$ cat config.mk
export PLATFORM = sky130hd
export DESIGN_NAME = status_lamp_and_node_state
export DESIGN_NICKNAME = d
export VERILOG_FILES = /design/src/design/lamp_pkg.sv /design/src/design/status_lamp_and_node_state.sv
export SDC_FILE = /design/constraint.sdc
export NUM_CORES = 1
export LEC_CHECK = 0
export BUFFER_PORTS_ARGS = -buffer_cell sky130_fd_sc_hd__buf_2
export CAP_MARGIN = 20
export CORE_UTILIZATION = 59
export CTS_CLUSTER_SIZE = 10
export DETAILED_ROUTE_END_ITERATION = 8
export PLACE_DENSITY_LB_ADDON = 0.3
export SETUP_SLACK_MARGIN = 0.05
export SYNTH_ARGS = -nofsm -noshare
export SYNTH_HDL_FRONTEND = slang
export SYNTH_SLANG_ARGS = --single-unit
export TNS_END_PERCENT = 50
$ cat constraint.sdc
create_clock -name clk_sys -period 3.83 [get_ports clk_sys]
set_clock_uncertainty 0.05 [all_clocks]
set_input_delay 0 -clock clk_sys [delete_from_list [all_inputs] [get_ports clk_sys]]
set_output_delay 0 -clock clk_sys [all_outputs]
set_load 0.01 [all_outputs]
$ cat src/design/lamp_pkg.sv
// Purpose: Constants for the status lamp and node condition block
// Assumes: 100 MHz system clock
// Notes:   Blink periods are derived from the clock rate below
package lamp_pkg;

  localparam int unsigned CLK_HZ = 100_000_000;

  localparam int unsigned BLINK_SLOW_HZ = 1;
  localparam int unsigned BLINK_MID_HZ  = 2;
  localparam int unsigned BLINK_FAST_HZ = 10;

  // Half periods in cycles, for a 50 percent duty square wave
  localparam int unsigned HALF_SLOW = CLK_HZ / (2 * BLINK_SLOW_HZ);
  localparam int unsigned HALF_MID  = CLK_HZ / (2 * BLINK_MID_HZ);
  localparam int unsigned HALF_FAST = CLK_HZ / (2 * BLINK_FAST_HZ);

  // Width of one node's condition code
  localparam int unsigned CODE_W = 8;

  typedef enum logic [2:0] {
    SM_INIT,
    SM_PREOP,
    SM_BOOTSTRAP,
    SM_SAFEOP,
    SM_OP
  } slave_state_t;

  localparam logic [7:0] NODE_NO_ERROR      = 8'h00;
  localparam logic [7:0] NODE_DEACTIVATED   = 8'h01;
  localparam logic [7:0] NODE_ABSENT        = 8'h02;
  localparam logic [7:0] NODE_MASTER_LOCK   = 8'h03;
  localparam logic [7:0] NODE_BAD_RESPONSE  = 8'h04;
  localparam logic [7:0] NODE_PARAM_FAULT   = 8'h05;
  localparam logic [7:0] NODE_UNSUPPORTED   = 8'h06;
  localparam logic [7:0] NODE_CONFIG_FAULT  = 8'h07;
  localparam logic [7:0] NODE_NOT_READY     = 8'h08;
  localparam logic [7:0] NODE_STATIC_DIAG   = 8'h09;
  localparam logic [7:0] NODE_DIAG_OVERFLOW = 8'h0A;
  localparam logic [7:0] NODE_PHYS_FAULT    = 8'h0B;

endpackage

$ cat src/design/status_lamp_and_node_state.sv
// Purpose: Drives run, fault and processor lamps; publishes node condition codes
// Assumes: All inputs come from logic on clk_sys; HALF_* may be shortened for simulation
// Notes:   Codes above the documented range are passed through unchanged
module status_lamp_and_node_state #(
  parameter int unsigned NODES     = 4,
  parameter int unsigned HALF_SLOW = lamp_pkg::HALF_SLOW,
  parameter int unsigned HALF_MID  = lamp_pkg::HALF_MID,
  parameter int unsigned HALF_FAST = lamp_pkg::HALF_FAST
) (
  input  wire logic                  clk_sys,
  input  wire logic                  rst,
  input  lamp_pkg::slave_state_t     slave_state,
  input  wire logic [NODES*8-1:0]    node_code_in,
  input  wire logic [NODES-1:0]      node_configured,
  input  wire logic                  task_running,
  input  wire logic                  config_upload,
  input  wire logic                  can_bus_off,
  input  wire logic                  restart,
  input  wire logic                  cpu_starting,
  input  wire logic                  cpu_error,
  output logic                       lamp_run,
  output logic                       lamp_err,
  output logic                       lamp_cpu,
  output logic                       outputs_safe,
  output logic [NODES*8-1:0]         per_node_condition_code,
  output logic                       diagnosis_pending_flag
);

  // ------------------------------------------------------------------
  // Sizes
  // ------------------------------------------------------------------
  localparam int unsigned CODE_W   = lamp_pkg::CODE_W;
  localparam int unsigned DIVS     = 3;
  localparam int unsigned DIV_SLOW = 0;
  localparam int unsigned DIV_MID  = 1;
  localparam int unsigned DIV_FAST = 2;

  // Counters are sized by the longest half period, whichever rate that is
  localparam int unsigned HALF_MAX =
    (HALF_SLOW >= HALF_MID && HALF_SLOW >= HALF_FAST) ? HALF_SLOW :
    (HALF_MID >= HALF_FAST)                           ? HALF_MID  : HALF_FAST;
  localparam int unsigned CW       = $clog2(HALF_MAX + 1);

  // ------------------------------------------------------------------
  // Blink dividers
  // ------------------------------------------------------------------
  logic [DIVS-1:0] wave;
  logic            blink_1hz;
  logic            blink_2hz;
  logic            blink_10hz;

  for (genvar g = 0; g < DIVS; g++) begin : g_div
    localparam int unsigned HALF = (g == DIV_SLOW) ? HALF_SLOW :
                                   (g == DIV_MID)  ? HALF_MID  : HALF_FAST;
    // Wrapping at HALF-1 and toggling keeps the lit and dark spans equal
    localparam logic [CW-1:0] LAST = CW'(HALF - 1);

    logic [CW-1:0] div_r;
    logic [CW-1:0] div_nxt;
    logic          wave_r;
    logic          wave_nxt;

    always_comb begin
      div_nxt  = div_r + CW'(1);
      wave_nxt = wave_r;
      // Greater-or-equal, so a corrupted count cannot run the long way round
      if (div_r >= LAST) begin
        div_nxt  = '0;
        wave_nxt = ~wave_r;
      end
    end

    always_ff @(posedge clk_sys) begin
      if (rst) begin
        div_r  <= '0;
        wave_r <= 1'b0;
      end else begin
        div_r  <= div_nxt;
        wave_r <= wave_nxt;
      end
    end

    assign wave[g] = wave_r;
  end

  // All lamps share the dividers, so lamps on one rate blink in phase
  assign blink_1hz  = wave[DIV_SLOW];
  assign blink_2hz  = wave[DIV_MID];
  assign blink_10hz = wave[DIV_FAST];

  // ------------------------------------------------------------------
  // Node codes and fault summary
  // ------------------------------------------------------------------
  // zero means no error
  function automatic logic code_is_fault(input logic [CODE_W-1:0] code);
    return code != lamp_pkg::NODE_NO_ERROR;
  endfunction

  logic [NODES-1:0]        node_fault;
  logic                    any_fault;
  logic [NODES*CODE_W-1:0] code_r;
  logic [NODES*CODE_W-1:0] code_nxt;
  logic                    busoff_r;
  logic                    busoff_nxt;

  // Unconfigured nodes may report anything without lighting the fault lamp
  for (genvar n = 0; n < NODES; n++) begin : g_node
    assign node_fault[n] = node_configured[n] & code_is_fault(node_code_in[n*CODE_W +: CODE_W]);
  end

  assign any_fault = |node_fault;

  always_comb begin
    code_nxt   = node_code_in;
    // Bus-off latches and set wins, so a brief bus-off pulse is still shown
    // hold until restart
    busoff_nxt = can_bus_off | (busoff_r & ~restart);
  end

  always_ff @(posedge clk_sys) begin
    if (rst) begin
      code_r   <= '0;
      busoff_r <= 1'b0;
    end else begin
      code_r   <= code_nxt;
      busoff_r <= busoff_nxt;
    end
  end

  // ------------------------------------------------------------------
  // Run lamp and safe outputs
  // ------------------------------------------------------------------
  logic run_r;
  logic run_nxt;
  logic safe_r;
  logic safe_nxt;

  always_comb begin
    safe_nxt = 1'b0;
    unique case (slave_state)
      lamp_pkg::SM_INIT,
      lamp_pkg::SM_BOOTSTRAP: run_nxt = 1'b0;
      lamp_pkg::SM_PREOP:     run_nxt = blink_2hz;
      lamp_pkg::SM_SAFEOP: begin
        run_nxt  = blink_1hz;
        safe_nxt = 1'b1;
      end
      lamp_pkg::SM_OP:        run_nxt = 1'b1;
      default:                run_nxt = 1'b0;
    endcase
  end

  always_ff @(posedge clk_sys) begin
    if (rst) begin
      run_r  <= 1'b0;
      safe_r <= 1'b0;
    end else begin
      run_r  <= run_nxt;
      safe_r <= safe_nxt;
    end
  end

  // ------------------------------------------------------------------
  // Fault lamp
  // ------------------------------------------------------------------
  logic err_r;
  logic err_nxt;

  // Bus-off reaches the lamp through its latch, one cycle later than the rest
  always_comb begin
    if (busoff_r) begin
      err_nxt = 1'b1;
    end else if (config_upload) begin
      err_nxt = blink_10hz;
    end else if (any_fault) begin
      err_nxt = blink_1hz;
    end else begin
      // dark when all clear; a stopped task shows as a slow blink
      err_nxt = task_running ? 1'b0 : blink_1hz;
    end
  end

  always_ff @(posedge clk_sys) begin
    if (rst) begin
      err_r <= 1'b0;
    end else begin
      err_r <= err_nxt;
    end
  end

  // ------------------------------------------------------------------
  // Processor lamp and diagnosis flag
  // ------------------------------------------------------------------
  logic cpu_r;
  logic cpu_nxt;
  logic diag_r;
  logic diag_nxt;

  always_comb begin
    if (cpu_error) begin
      cpu_nxt = 1'b1;
    end else if (cpu_starting) begin
      cpu_nxt = blink_10hz;
    end else begin
      cpu_nxt = 1'b0;
    end
    diag_nxt = any_fault;
  end

  always_ff @(posedge clk_sys) begin
    if (rst) begin
      cpu_r  <= 1'b0;
      diag_r <= 1'b0;
    end else begin
      cpu_r  <= cpu_nxt;
      diag_r <= diag_nxt;
    end
  end

  // ------------------------------------------------------------------
  // Outputs
  // ------------------------------------------------------------------
  assign lamp_run                = run_r;
  assign lamp_err                = err_r;
  assign lamp_cpu                = cpu_r;
  assign outputs_safe            = safe_r;
  assign per_node_condition_code = code_r;
  assign diagnosis_pending_flag  = diag_r;

endmodule

==> load_flow_metrics.sql, run 1 <==
INSERT INTO impl_metrics (metric_group, metric, value, unit) VALUES
('critical_path', 'worst-path-max-fanout', '2', ''),
('grt', 'grt_ovf', '0', ''),
('hold_path', 'min-delay-path-class', 'input port to flip-flop', ''),
('cts', 'cts-htree-levels', '4', ''),
('cts', 'numClockSinks', '119', ''),
('logic_synthesis', 'synth_enable_flop_cells', '0', ''),
('route', 'routed_wirelength', '12950', 'um'),
('pwr', 'swShare', '0.2442', ''),
('logic_synthesis', 'syn_inst', '506', ''),
('cells_and_area', 'growth_of_design_area_from_synthesis_to_finish', '31.50', '%'),
('place', 'globalplace.congestion', '0.8090', ''),
('grt', 'vias_in_the_first_global_route', '4292', ''),
('grt', 'grt_first_pass_wirelength', '20620', 'um'),
('cts', 'clk_latency', '510', 'ps'),
('floorplanning', 'die_height', '91.81', 'um'),
('pwr', 'power_density', '475.0', 'mW/mm^2'),
('sta', 'fmax', '0.3665', 'GHz'),
('logic_synthesis', 'synth_sequential_area_ratio', '0.5007', ''),
('sta', 'final_critical_path_setup_slack', '1102', 'ps'),
('logic_synthesis', 'synth.avg_cell_area', '9.404', 'sq um'),
('logic_synthesis', 'ys.warnings.count', '0', ''),
('floorplanning', 'floorplan.initialDensity', '0.6126', ''),
('pwr', 'total_switching_power', '725.8', 'uW'),
('sta', 'rsz0062_at_grt', 'false', ''),
('logic_synthesis', 'synth.distinct_cells', '49', ''),
('pwr', 'power.clock.fraction', '0.513', ''),
('run', 'max_cap_violations', '0', ''),
('route', 'drt_pass1_iterations', '4', ''),
('cts', 'cts-resized-gates', '0', ''),
('place', 'detailedPlace.worstSlack', '1620', 'ps'),
('sta', 'hold_slack', '65.60', 'ps'),
('cts', 'cts_made_buffers', '17', ''),
('critical_path', 'end_kind', 'flip-flop', ''),
('grt', 'maximum_number_of_pins_on_one_net_before_global_route_repair', '49', ''),
('cts', 'cts.hold.buffers_added', '44', ''),
('logic_synthesis', 'dominantRegCellSynth', 'sky130_fd_sc_hd__dfxtp_1', ''),
('floorplanning', 'die_area', '0.008428', 'sq mm'),
('cts', 'cts_root_buffer', 'sky130_fd_sc_hd__clkbuf_8', ''),
('place', 'buffer_ports.inserted', '83', ''),
('floorplanning', 'io_pins', '84', ''),
('route', 'drc', '0', ''),
('logic_synthesis', 'synthTopCellsByArea', 'sky130_fd_sc_hd__dfxtp_1 50%, sky130_fd_sc_hd__xor2_1 8.5%, sky130_fd_sc_hd__nor2_1 7.8%', ''),
('floorplanning', 'std_cell_rows', '32', ''),
('logic_synthesis', 'synth_largest_type_area_fraction', '0.5007', ''),
('cells_and_area', 'layout-drive-gt1-share', '0.1878', ''),
('pwr', 'cellInternalPower', '2246', 'uW'),
('sta', 'timing.final.crit_share', '0.7123', ''),
('sta', 'timing.setup.tns', '0', 'ps'),
('sta', 'report.final.hold_viol_count', '0', ''),
('route', 'detail_route.wl_per_cell', '17.08', 'um'),
('critical_path', 'cp.required', '4130', 'ps'),
('route', 'vias', '4268', ''),
('logic_synthesis', 'synth.ff_latch_count', '119', ''),
('logic_synthesis', 'syn_area', '0.004758', 'sq mm'),
('cts', 'post_cts.repair.setup_buffers', '0', ''),
('place', 'detailed_place_hpwl', '6580', 'um'),
('cts', 'ctsLongestPathBuffers', '2', ''),
('critical_path', 'cp.arrival', '3030', 'ps'),
('sta', 'timing.final.crit_period', '2728', 'ps'),
('pwr', 'seqPwrFrac', '0.433', ''),
('sta', 'worst_slew_pin_slew', '979.2', 'ps'),
('grt', 'grt_usage', '0.3199', ''),
('pwr', 'power_frac_comb', '0.054', ''),
('sta', 'slew_violations', '0', ''),
('route', 'post_drt_via_cell_ratio', '5.631', ''),
('cells_and_area', 'finalNetCount', '692', ''),
('pwr', 'power.static_leakage', '0.002497', 'uW'),
('cts', 'tritoncts', 'done', ''),
('logic_synthesis', 'fraction_of_registers_with_async_set_or_reset_after_synthesis', '0', ''),
('grt', 'antenna_found_initial', '1', ''),
('floorplanning', 'core-area', '0.007767', 'sq mm'),
('floorplanning', 'floorplan_die_width', '91.81', 'um'),
('critical_path', 'setup.worst_path.start_class', 'input port', ''),
('route', 'initialDrtViolationCount', '299', ''),
('route', 'antenna_violation_net_count_after_detailed_routing', '0', ''),
('cts', 'clk_transition_reported_paths', '60', 'ps'),
('sta', 'setup_viol', '0', ''),
('sta', 'timing.slew.headroom', '0.3472', ''),
('pwr', 'worst_ir_drop_vdd', '0.3012', 'mV'),
('critical_path', 'worst-setup-path-type', 'input port to flip-flop', ''),
('outcome', 'status', 'completed', ''),
('logic_synthesis', 'synth.largest_area_cell', 'sky130_fd_sc_hd__dfxtp_1', '');
[cell families after synthesis]
| logic type | count (synthesis) | synth area share |
|---|---|---|
| muxes | 1 | 0.002104 |
| other | 1 | 0.0007881 |
| and+or+nand+nor | 259 | 0.2843 |
| DFF | 119 | 0.5007 |
| xor gates and xnor gates | 68 | 0.1252 |
| AOI/OAI and AO/OA | 30 | 0.05338 |
| buffers and inverters | 25 | 0.02577 |
| adders and majority gates | 3 | 0.007889 |
[state kept, by name (all words and copies together) (netlist names)]
name / count
g_div.div_r: 78
per_node_condition_code: 32
blink_10hz: 1
blink_1hz: 1
blink_2hz: 1
busoff_r: 1
diagnosis_pending_flag: 1
lamp_cpu: 1
lamp_err: 1
lamp_run: 1
outputs_safe: 1
[path summary, 6_finish.rpt]
kind | start | endpoint | slack (ps) | cells past startpoint
max | node_code_in[20] | lamp_err$_SDFF_PP0_ | 1100 | 8
min | rst | per_node_condition_code[22]$_SDFF_PP0_ | 70 | 2
max reg2reg | g_div[1].div_r[11]$_SDFF_PP0_ | g_div[1].div_r[24]$_SDFF_PP0_ | 1460 | 4
min reg2reg | g_div[0].div_r[0]$_SDFF_PP0_ | g_div[0].div_r[0]$_SDFF_PP0_ | 400 | 1
[power groups by stage]
stage / Combinational, uW / Sequential, uW / Clock [uW]
6_report: 162 / 1290 / 1520
5_1_grt: 173 / 1290 / 1600
4_1_cts: 152 / 1280 / 1520
3_5_place_dp: 116 / 1310 / 0
3_3_place_gp: 112 / 1310 / 0
2_1_floorplan: 49.3 / 1320 / 0
[cell type report]
| type | count | area [sq um] |
|---|---|---|
| clock inverters | 14 | 140.1 |
| flip-flops and latches | 119 | 2382 |
| inverters | 11 | 41.29 |
| clock buffers | 18 | 427.9 |
| repair buffers | 128 | 870.8 |
| well taps | 102 | 127.6 |
| multi-input cells | 365 | 2265 |
| fillers | 465 | 1510 |
| diodes | 1 | 2.502 |
[worst max-delay path: stages]
cell and delay [ps]:
sky130_fd_sc_hd__dlygate4sd3_1 550, sky130_fd_sc_hd__buf_2 140, sky130_fd_sc_hd__nor4_1 370, sky130_fd_sc_hd__a21boi_0 250, sky130_fd_sc_hd__a2111oi_0 840, sky130_fd_sc_hd__a211o_1 250, sky130_fd_sc_hd__dlygate4sd3_1 560, sky130_fd_sc_hd__a21oi_1 70
[metrics by stage]
stage | power, uW | std cells | cell area [sq um] | util
floorplan | 1367 | 509 | 4770 | -
global placement | 1420 | 680 | 5231 | 0.6735
detailed placement | 1424 | 680 | 5231 | 0.6735
CTS | 2951 | 756 | 6240 | 0.8033
global route | 3065 | 758 | 6257 | 0.8056
finish | 2972 | 758 | 6257 | 0.8056
[cell usage in the layout, fill, tap and decap left out, types with 3 or more instances in the layout]
cell type	n
sky130_fd_sc_hd__xor2_1	46
sky130_fd_sc_hd__ha_1	3
sky130_fd_sc_hd__clkbuf_16	16
sky130_fd_sc_hd__inv_6	6
sky130_fd_sc_hd__xnor2_1	22
sky130_fd_sc_hd__a21boi_0	3
sky130_fd_sc_hd__dlygate4sd3_1	44
sky130_fd_sc_hd__conb_1	4
sky130_fd_sc_hd__nor4_4	3
sky130_fd_sc_hd__a21oi_1	6
sky130_fd_sc_hd__buf_2	83
sky130_fd_sc_hd__nor2_1	99
sky130_fd_sc_hd__inv_1	11
sky130_fd_sc_hd__nor4_1	16
sky130_fd_sc_hd__and3_1	10
sky130_fd_sc_hd__dfxtp_1	119
sky130_fd_sc_hd__nand2_1	24
sky130_fd_sc_hd__and4_1	4
sky130_fd_sc_hd__nand4b_1	3
sky130_fd_sc_hd__nor3_1	6
sky130_fd_sc_hd__nand4_1	24
sky130_fd_sc_hd__clkinvlp_4	4
sky130_fd_sc_hd__nor2b_1	33
sky130_fd_sc_hd__nand3_1	27
[routing by layer]
metal,wire (um),up-vias,GRT usage
met4,816,0,0.2083
met1,4917,2039,0.3332
li1,-,2005,-
met5,0,-,0
met3,592,64,0.09536
met2,6623,160,0.5589
[cell usage after synthesis, drive strengths merged (4+ instances only)]
master,number
xnor2,22
nor4,19
nand3,27
nor2b,33
dfxtp,119
clkbuf,5
nand2,24
nor2,99
a21oi,6
and4,4
buf,9
inv,11
and3,10
nand4,25
nor3,6
xor2,46
(Power assumes the default switching activity.)
==> run 2: changes to the inputs <==
--- a/config.mk
+++ b/config.mk
@@ -5,9 +5,10 @@
 export SDC_FILE = /design/constraint.sdc
 export NUM_CORES = 1
 export LEC_CHECK = 0
+export ABC_AREA = 1
 export BUFFER_PORTS_ARGS = -buffer_cell sky130_fd_sc_hd__buf_2
 export CAP_MARGIN = 20
-export CORE_UTILIZATION = 59
+export CORE_UTILIZATION = 57
 export CTS_CLUSTER_SIZE = 10
 export DETAILED_ROUTE_END_ITERATION = 8
 export PLACE_DENSITY_LB_ADDON = 0.3
==> constraint.sdc (replaced) <==
create_clock -name clk_sys -period 2.7 [get_ports clk_sys]
set_clock_uncertainty 0.05 [all_clocks]
set_input_delay 0 -clock clk_sys [delete_from_list [all_inputs] [get_ports clk_sys]]
set_output_delay 0 -clock clk_sys [all_outputs]
set_load 0.01 [all_outputs]
==> run 2 against run 1 <==
Die area is 17% higher. Worst hold slack better by 190 ps. Area after synthesis is 14% higher. Critical path depth is 4 higher. Sequential share of layout area is 5.5 points lower. Via count is 42% higher. Clock-buffer cell count is 1 lower. Synthesized cell count is 47% higher. Critical path type unchanged. Highest routed layer unchanged.
==> load_flow_metrics.sql, run 2 <==
INSERT INTO impl_metrics (metric_group, metric, value, unit) VALUES
('logic_synthesis', 'synth.avg_cell_area', '7.293', 'sq um'),
('route', 'post_drt_via_cell_ratio', '5.852', ''),
('critical_path', 'ff2ff_path_depth', '10', ''),
('cells_and_area', 'layout.cells.most_common', 'sky130_fd_sc_hd__nor2_1', ''),
('route', 'drt_pass1_iterations', '9', ''),
('logic_synthesis', 'synth.ff_latch_count', '119', ''),
('floorplanning', 'floorplan_die_width', '99.44', 'um'),
('cells_and_area', 'regMostFlops', 'g_div.div_r', ''),
('logic_synthesis', 'syn_area', '0.005411', 'sq mm'),
('hold_path', 'min_delay_path_depth', '4', ''),
('floorplanning', 'die_area', '0.009887', 'sq mm'),
('cts', 'clk_latency', '540', 'ps'),
('sta', 'timing.slew.headroom', '0.5835', ''),
('logic_synthesis', 'synth.most_common_cell', 'sky130_fd_sc_hd__nor2_1', ''),
('critical_path', 'cp.arrival', '2830', 'ps'),
('logic_synthesis', 'synth_largest_type_area_fraction', '0.4402', ''),
('sta', 'rsz0062_at_grt', 'false', ''),
('route', 'drc', '0', ''),
('critical_path', 'setup.worst_path.start_class', 'input port', ''),
('place', 'globalplace.congestion', '0.8562', ''),
('floorplanning', 'core-area', '0.009196', 'sq mm'),
('cells_and_area', 'antenna_cells', '0', ''),
('logic_synthesis', 'synth_sequential_area_ratio', '0.4402', ''),
('grt', 'antenna_found_initial', '0', ''),
('cts', 'tritoncts', 'done', ''),
('sta', 'slew_violations', '0', ''),
('floorplanning', 'floorplan.initialDensity', '0.5884', ''),
('route', 'dr_top_layer', 'met4', ''),
('route', 'initialDrtViolationCount', '624', ''),
('cts', 'cts_root_buffer', 'sky130_fd_sc_hd__clkbuf_8', ''),
('critical_path', 'cp.required', '3060', 'ps'),
('sta', 'report.final.hold_viol_count', '0', ''),
('cts', 'cts-resized-gates', '0', ''),
('sta', 'fmax', '0.4049', 'GHz'),
('place', 'detailed_place_hpwl', '8284', 'um'),
('cells_and_area', 'growth_of_design_area_from_synthesis_to_finish', '35.05', '%'),
('floorplanning', 'std_cell_rows', '35', ''),
('logic_synthesis', 'dominantRegCellSynth', 'sky130_fd_sc_hd__dfxtp_1', ''),
('sta', 'timing.final.crit_period', '2469', 'ps'),
('sta', 'worst_slew_pin_slew', '623.3', 'ps'),
('cts', 'cts-htree-levels', '4', ''),
('cts', 'post_cts.repair.setup_buffers', '0', ''),
('cells_and_area', 'final_cell_mix', '172 x sky130_fd_sc_hd__nor2_1, 119 x sky130_fd_sc_hd__nand2_1, 119 x sky130_fd_sc_hd__dfxtp_1', ''),
('logic_synthesis', 'synth_enable_flop_cells', '0', ''),
('logic_synthesis', 'ys.warnings.count', '0', ''),
('cts', 'numClockSinks', '119', ''),
('cells_and_area', 'fin_util', '0.7947', ''),
('place', 'buffer_ports.inserted', '83', ''),
('critical_path', 'worst-setup-path-type', 'input port to flip-flop', ''),
('cells_and_area', 'layout.filler_cells', '500', ''),
('run', 'max_cap_violations', '0', ''),
('hold_path', 'min-delay-path-class', 'input port to flip-flop', ''),
('sta', 'timing.final.crit_share', '0.9146', ''),
('route', 'wirelength_met1', '6708', 'um'),
('cts', 'cts.hold.buffers_added', '80', ''),
('logic_synthesis', 'fraction_of_registers_with_async_set_or_reset_after_synthesis', '0', ''),
('route', 'vias', '6080', ''),
('logic_synthesis', 'synth.distinct_cells', '36', ''),
('place', 'detailedPlace.worstSlack', '612.4', 'ps'),
('pwr', 'power_density', '622.3', 'mW/mm^2'),
('cells_and_area', 'largest_register_ff_count', '78', ''),
('cts', 'clk_transition_reported_paths', '70', 'ps'),
('place', 'placed_cells_incl_taps', '927', ''),
('route', 'routed_length_on_met2', '9088', 'um'),
('sta', 'setup_viol', '0', ''),
('critical_path', 'end_kind', 'flip-flop', ''),
('grt', 'vias_in_the_first_global_route', '6327', ''),
('grt', 'grt_first_pass_wirelength', '31210', 'um'),
('logic_synthesis', 'syn_inst', '742', ''),
('cts', 'cts_made_buffers', '17', ''),
('floorplanning', 'io_pins', '84', ''),
('grt', 'maximum_number_of_pins_on_one_net_before_global_route_repair', '39', ''),
('logic_synthesis', 'synthTopCellsByArea', 'sky130_fd_sc_hd__dfxtp_1 44%, sky130_fd_sc_hd__nor2_1 12%, sky130_fd_sc_hd__nand2_1 8.3%', ''),
('logic_synthesis', 'post_synth_most_frequent_cells', '172 x sky130_fd_sc_hd__nor2_1, 119 x sky130_fd_sc_hd__dfxtp_1, 119 x sky130_fd_sc_hd__nand2_1, 107 x sky130_fd_sc_hd__inv_1, 44 x sky130_fd_sc_hd__nand3_1', ''),
('logic_synthesis', 'synth.largest_area_cell', 'sky130_fd_sc_hd__dfxtp_1', ''),
('critical_path', 'worst-path-max-fanout', '2', ''),
('outcome', 'status', 'completed', ''),
('cells_and_area', 'finalNetCount', '965', ''),
('cts', 'ctsLongestPathBuffers', '2', ''),
('sta', 'timing.setup.tns', '0', 'ps'),
('pwr', 'power.static_leakage', '0.003128', 'uW'),
('route', 'antenna_violation_net_count_after_detailed_routing', '0', ''),
('grt', 'grt_ovf', '0', ''),
('grt', 'grt_usage', '0.4071', ''),
('route', 'routed_wirelength', '19480', 'um'),
('route', 'detail_route.wl_per_cell', '18.75', 'um'),
('cells_and_area', 'layout-drive-gt1-share', '0.1703', ''),
('sta', 'final_critical_path_setup_slack', '230.5', 'ps'),
('floorplanning', 'die_height', '99.44', 'um'),
('cells_and_area', 'post_layout_nonfiller_instances', '1039', ''),
('route', 'dr_wl_met3', '2034', 'um'),
('pwr', 'worst_ir_drop_vdd', '0.4377', 'mV');
==> run 2: cell types whose count changed after synthesis, moves of 10 or more <==
cell / before / now
sky130_fd_sc_hd__inv_1: 11 / 107
sky130_fd_sc_hd__nand2_1: 24 / 119
sky130_fd_sc_hd__nor2_1: 99 / 172
sky130_fd_sc_hd__nor2b_1: 33 / 0
sky130_fd_sc_hd__xor2_1: 46 / 24
sky130_fd_sc_hd__a21oi_1: 6 / 24
sky130_fd_sc_hd__nand3_1: 27 / 44
sky130_fd_sc_hd__nor2_4: 0 / 17
sky130_fd_sc_hd__nor4_1: 16 / 3
sky130_fd_sc_hd__nor3_1: 6 / 18
sky130_fd_sc_hd__nor2_2: 0 / 10
==> run 2: stage by stage <==
step | hold slack (ps) | instance area [sq um] | total power [uW]
floorplan | 37.45 | 5423 | 1952
global placement | 160.2 | 5899 | 2026
detailed placement | 170.9 | 5899 | 2032
CTS | 231.8 | 7308 | 4408
global route | 261.8 | 7308 | 4610
finish | 252.3 | 7308 | 4548
==> run 2: logic make-up (layout without fill, tap and decap cells) <==
kind of cell | count (synthesis) | in the layout | synth area share
simple gates | 418 | 418 | 0.3565
buf+inv | 122 | 305 | 0.09133
flops | 119 | 119 | 0.4402
xor+xnor | 42 | 42 | 0.06798
compound gates | 37 | 37 | 0.03630
fa+ha+maj | 3 | 3 | 0.006937
other cells | 1 | 4 | 0.0006930
==> run 2: layout make-up <==
type / instances / area [sq um] / share of cell area
clock inverter: 15 / 193.9 / 0.02654
multi-input combinational: 504 / 2546 / 0.3484
sequential: 119 / 2382 / 0.3260
clock buffer: 17 / 414.1 / 0.05667
timing repair buffer: 164 / 1224 / 0.1674
inverter: 109 / 409.1 / 0.05598
tap: 111 / 138.9 / 0.01900
==> run 2: worst max-delay path: stages <==
cell,delay (ps)
sky130_fd_sc_hd__dlygate4sd3_1,550
sky130_fd_sc_hd__buf_2,150
sky130_fd_sc_hd__nor2_1,150
sky130_fd_sc_hd__nand2_1,130
sky130_fd_sc_hd__nor2_1,120
sky130_fd_sc_hd__nor2_1,60
sky130_fd_sc_hd__nor2_1,180
sky130_fd_sc_hd__nand3_1,140
sky130_fd_sc_hd__nand2_1,90
sky130_fd_sc_hd__dlygate4sd3_1,570
sky130_fd_sc_hd__a21oi_1,70
sky130_fd_sc_hd__dlygate4sd3_1,630
==> run 2: path summary, 6_finish.rpt <==
| path | from | endpoint | slack [ps] |
|---|---|---|---|
| max | node_code_in[6] | lamp_err$_SDFF_PP0_ | 230 |
| min | node_code_in[22] | per_node_condition_code[22]$_SDFF_PP0_ | 250 |
| max reg2reg | g_div[0].div_r[0]$_SDFF_PP0_ | g_div[0].div_r[17]$_SDFF_PP0_ | 310 |
| min reg2reg | g_div[1].div_r[0]$_SDFF_PP0_ | g_div[1].div_r[0]$_SDFF_PP0_ | 450 |
==> run 2: metal layers <==
metal	GRT usage	vias up
li1	-	2634
met1	0.4309	2759
met2	0.6790	505
met3	0.1279	182
met4	0.3100	0
met5	0	-
==> run 2: where the power goes <==
group / internal (uW) / total (uW) / switching (uW)
logic: 149 / 313 / 164
clock network: 1430 / 2410 / 977
registers: 1800 / 1820 / 26.3
total: 3380 / 4550 / 1170
==> run 3: changes to the inputs <==
--- a/config.mk
+++ b/config.mk
@@ -5,13 +5,14 @@
 export SDC_FILE = /design/constraint.sdc
 export NUM_CORES = 1
 export LEC_CHECK = 0
-export ABC_AREA = 1
+export ABC_AREA = 0
 export BUFFER_PORTS_ARGS = -buffer_cell sky130_fd_sc_hd__buf_2
 export CAP_MARGIN = 20
-export CORE_UTILIZATION = 57
+export CORE_UTILIZATION = 55
 export CTS_CLUSTER_SIZE = 10
 export DETAILED_ROUTE_END_ITERATION = 8
 export PLACE_DENSITY_LB_ADDON = 0.3
+export RECOVER_POWER = 100
 export SETUP_SLACK_MARGIN = 0.05
 export SYNTH_ARGS = -nofsm -noshare
 export SYNTH_HDL_FRONTEND = slang
==> run 3 against run 2 <==
The run now ends with max-capacitance violations left. Die area decreased by 8.7%. Critical path type unchanged. Critical path depth decreased by 4. Power decreased by 2.0%. Sequential power about the same. Cell count decreased by 26%. Core utilization decreased by 3.2 points. Combinational power decreased by 30%. Maximum frequency increased by 2.4%.
==> load_flow_metrics.sql, run 3 (synthesis results as in run 1) <==
INSERT INTO impl_metrics (metric_group, metric, value, unit) VALUES
('cells_and_area', 'layout.filler_cells', '520', ''),
('cts', 'cts-resized-gates', '0', ''),
('cells_and_area', 'regMostFlops', 'g_div.div_r', ''),
('cts', 'clk_transition_reported_paths', '60', 'ps'),
('cts', 'cts_root_buffer', 'sky130_fd_sc_hd__clkbuf_8', ''),
('cts', 'cts-htree-levels', '4', ''),
('sta', 'report.final.hold_viol_count', '0', ''),
('sta', 'timing.final.crit_share', '0.8933', ''),
('floorplanning', 'floorplan.initialDensity', '0.5733', ''),
('cells_and_area', 'fin_util', '0.7632', ''),
('route', 'detail_route.wl_per_cell', '14.56', 'um'),
('sta', 'worst_slew_pin_slew', '1494', 'ps'),
('cts', 'cts_made_buffers', '17', ''),
('grt', 'antenna_found_initial', '0', ''),
('cells_and_area', 'finalNetCount', '702', ''),
('place', 'detailed_place_hpwl', '6833', 'um'),
('sta', 'timing.slew.headroom', '0.003851', ''),
('floorplanning', 'die_area', '0.009028', 'sq mm'),
('route', 'drt_pass1_iterations', '5', ''),
('route', 'initialDrtViolationCount', '251', ''),
('place', 'placed_cells_incl_taps', '687', ''),
('sta', 'final_critical_path_setup_slack', '288.2', 'ps'),
('route', 'vias', '4095', ''),
('cells_and_area', 'final_area', '0.006334', 'sq mm'),
('cells_and_area', 'final_cell_mix', '119 x sky130_fd_sc_hd__dfxtp_1, 99 x sky130_fd_sc_hd__nor2_1, 51 x sky130_fd_sc_hd__dlygate4sd3_1', ''),
('route', 'drc', '0', ''),
('cells_and_area', 'post_layout_nonfiller_instances', '770', ''),
('critical_path', 'cp.required', '2970', 'ps'),
('grt', 'maximum_number_of_pins_on_one_net_before_global_route_repair', '36', ''),
('cells_and_area', 'largest_register_ff_count', '78', ''),
('cells_and_area', 'layout-drive-gt1-share', '0.1233', ''),
('sta', 'timing.final.crit_period', '2412', 'ps'),
('route', 'antenna_violation_net_count_after_detailed_routing', '0', ''),
('critical_path', 'worst-path-max-fanout', '2', ''),
('grt', 'grt_first_pass_wirelength', '17880', 'um'),
('sta', 'setup_viol', '0', ''),
('floorplanning', 'io_pins', '84', ''),
('place', 'globalplace.congestion', '0.7987', ''),
('floorplanning', 'std_cell_rows', '33', ''),
('cts', 'clk_latency', '510', 'ps'),
('sta', 'slew_violations', '0', ''),
('outcome', 'status', 'complete, but fails checks', ''),
('critical_path', 'cp.arrival', '2690', 'ps'),
('place', 'detailedPlace.worstSlack', '604.3', 'ps'),
('sta', 'rsz0062_at_grt', 'false', ''),
('cts', 'numClockSinks', '119', ''),
('critical_path', 'end_kind', 'flip-flop', ''),
('pwr', 'power_density', '703.9', 'mW/mm^2'),
('route', 'post_drt_via_cell_ratio', '5.318', ''),
('cts', 'ctsLongestPathBuffers', '2', ''),
('run', 'max_cap_violations', '1', ''),
('sta', 'timing.setup.tns', '0', 'ps'),
('grt', 'vias_in_the_first_global_route', '3978', ''),
('cells_and_area', 'layout.cells.most_common', 'sky130_fd_sc_hd__dfxtp_1', ''),
('cells_and_area', 'growth_of_design_area_from_synthesis_to_finish', '33.11', '%'),
('floorplanning', 'floorplan_die_width', '95.02', 'um'),
('hold_path', 'min-delay-path-class', 'input port to flip-flop', ''),
('route', 'routed_wirelength', '11210', 'um'),
('place', 'buffer_ports.inserted', '83', ''),
('pwr', 'power.static_leakage', '0.002421', 'uW'),
('cts', 'cts.hold.buffers_added', '51', ''),
('grt', 'grt_ovf', '0', ''),
('place', 'placed_cell_area', '0.005265', 'sq mm'),
('outcome', 'failed_checks', 'max-capacitance violations', ''),
('cells_and_area', 'antenna_cells', '0', ''),
('grt', 'grt_usage', '0.2600', ''),
('sta', 'fmax', '0.4146', 'GHz'),
('critical_path', 'setup.worst_path.start_class', 'input port', ''),
('cts', 'tritoncts', 'done', ''),
('floorplanning', 'die_height', '95.02', 'um'),
('floorplanning', 'core-area', '0.008299', 'sq mm'),
('pwr', 'worst_ir_drop_vdd', '0.5073', 'mV'),
('cts', 'post_cts.repair.setup_buffers', '0', ''),
('critical_path', 'worst-setup-path-type', 'input port to flip-flop', '');
## run 3: where the power goes
| part | switching [uW] | internal [uW] | leakage [uW] |
|---|---|---|---|
| clock network | 820 | 1600 | 0.000313 |
| registers | 20.0 | 1800 | 0.000972 |
| logic | 106 | 113 | 0.00114 |
## run 3: area by class of cell
class                           count  area, sq um  share of cell area
Clock buffer                       17        414.1             0.06539
Clock inverter                     15        225.2             0.03556
Inverter                           11        41.29            0.006519
Multi-Input combinational cell    365         2246              0.3546
Sequential cell                   119         2382              0.3761
Tap cell                          105        131.4             0.02074
Timing Repair Buffer              138        893.4              0.1411
## run 3: per-stage QoR
| stage | power [uW] | hold WS (ps) |
|---|---|---|
| 5_1_grt | 4580 | 187.4 |
| 4_1_cts | 4487 | 187.5 |
| 6_report | 4458 | 195.2 |
| 3_3_place_gp | 2019 | 166.0 |
| 3_5_place_dp | 2024 | 171.8 |
| 2_1_floorplan | 1939 | 26.58 |
## run 3: path summary, 6_finish.rpt
kind	start	to	slack [ps]	cells after the start
max	node_code_in[24]	lamp_err$_SDFF_PP0_	290	8
min	node_code_in[9]	per_node_condition_code[9]$_SDFF_PP0_	200	3
max reg2reg	g_div[0].div_r[3]$_SDFF_PP0_	g_div[0].div_r[5]$_SDFF_PP0_	330	5
min reg2reg	g_div[0].div_r[0]$_SDFF_PP0_	g_div[0].div_r[0]$_SDFF_PP0_	390	1
## run 3: worst max-delay path, cell delays in order
cell and delay (ps):
sky130_fd_sc_hd__dlygate4sd3_1 540, sky130_fd_sc_hd__buf_2 130, sky130_fd_sc_hd__nor4_1 480, sky130_fd_sc_hd__a21boi_0 180, sky130_fd_sc_hd__a2111oi_0 550, sky130_fd_sc_hd__a211o_1 210, sky130_fd_sc_hd__dlygate4sd3_1 540, sky130_fd_sc_hd__a21oi_1 60
## run 3: per-layer routing
layer / GRT usage / share of wire / up-vias
met2: 0.4610 / 0.51 / 124
met1: 0.2975 / 0.43 / 1929
met4: 0.1149 / 0.018 / 0
li1: - / - / 2023
met5: 0 / 0 / -
met3: 0.05981 / 0.046 / 19
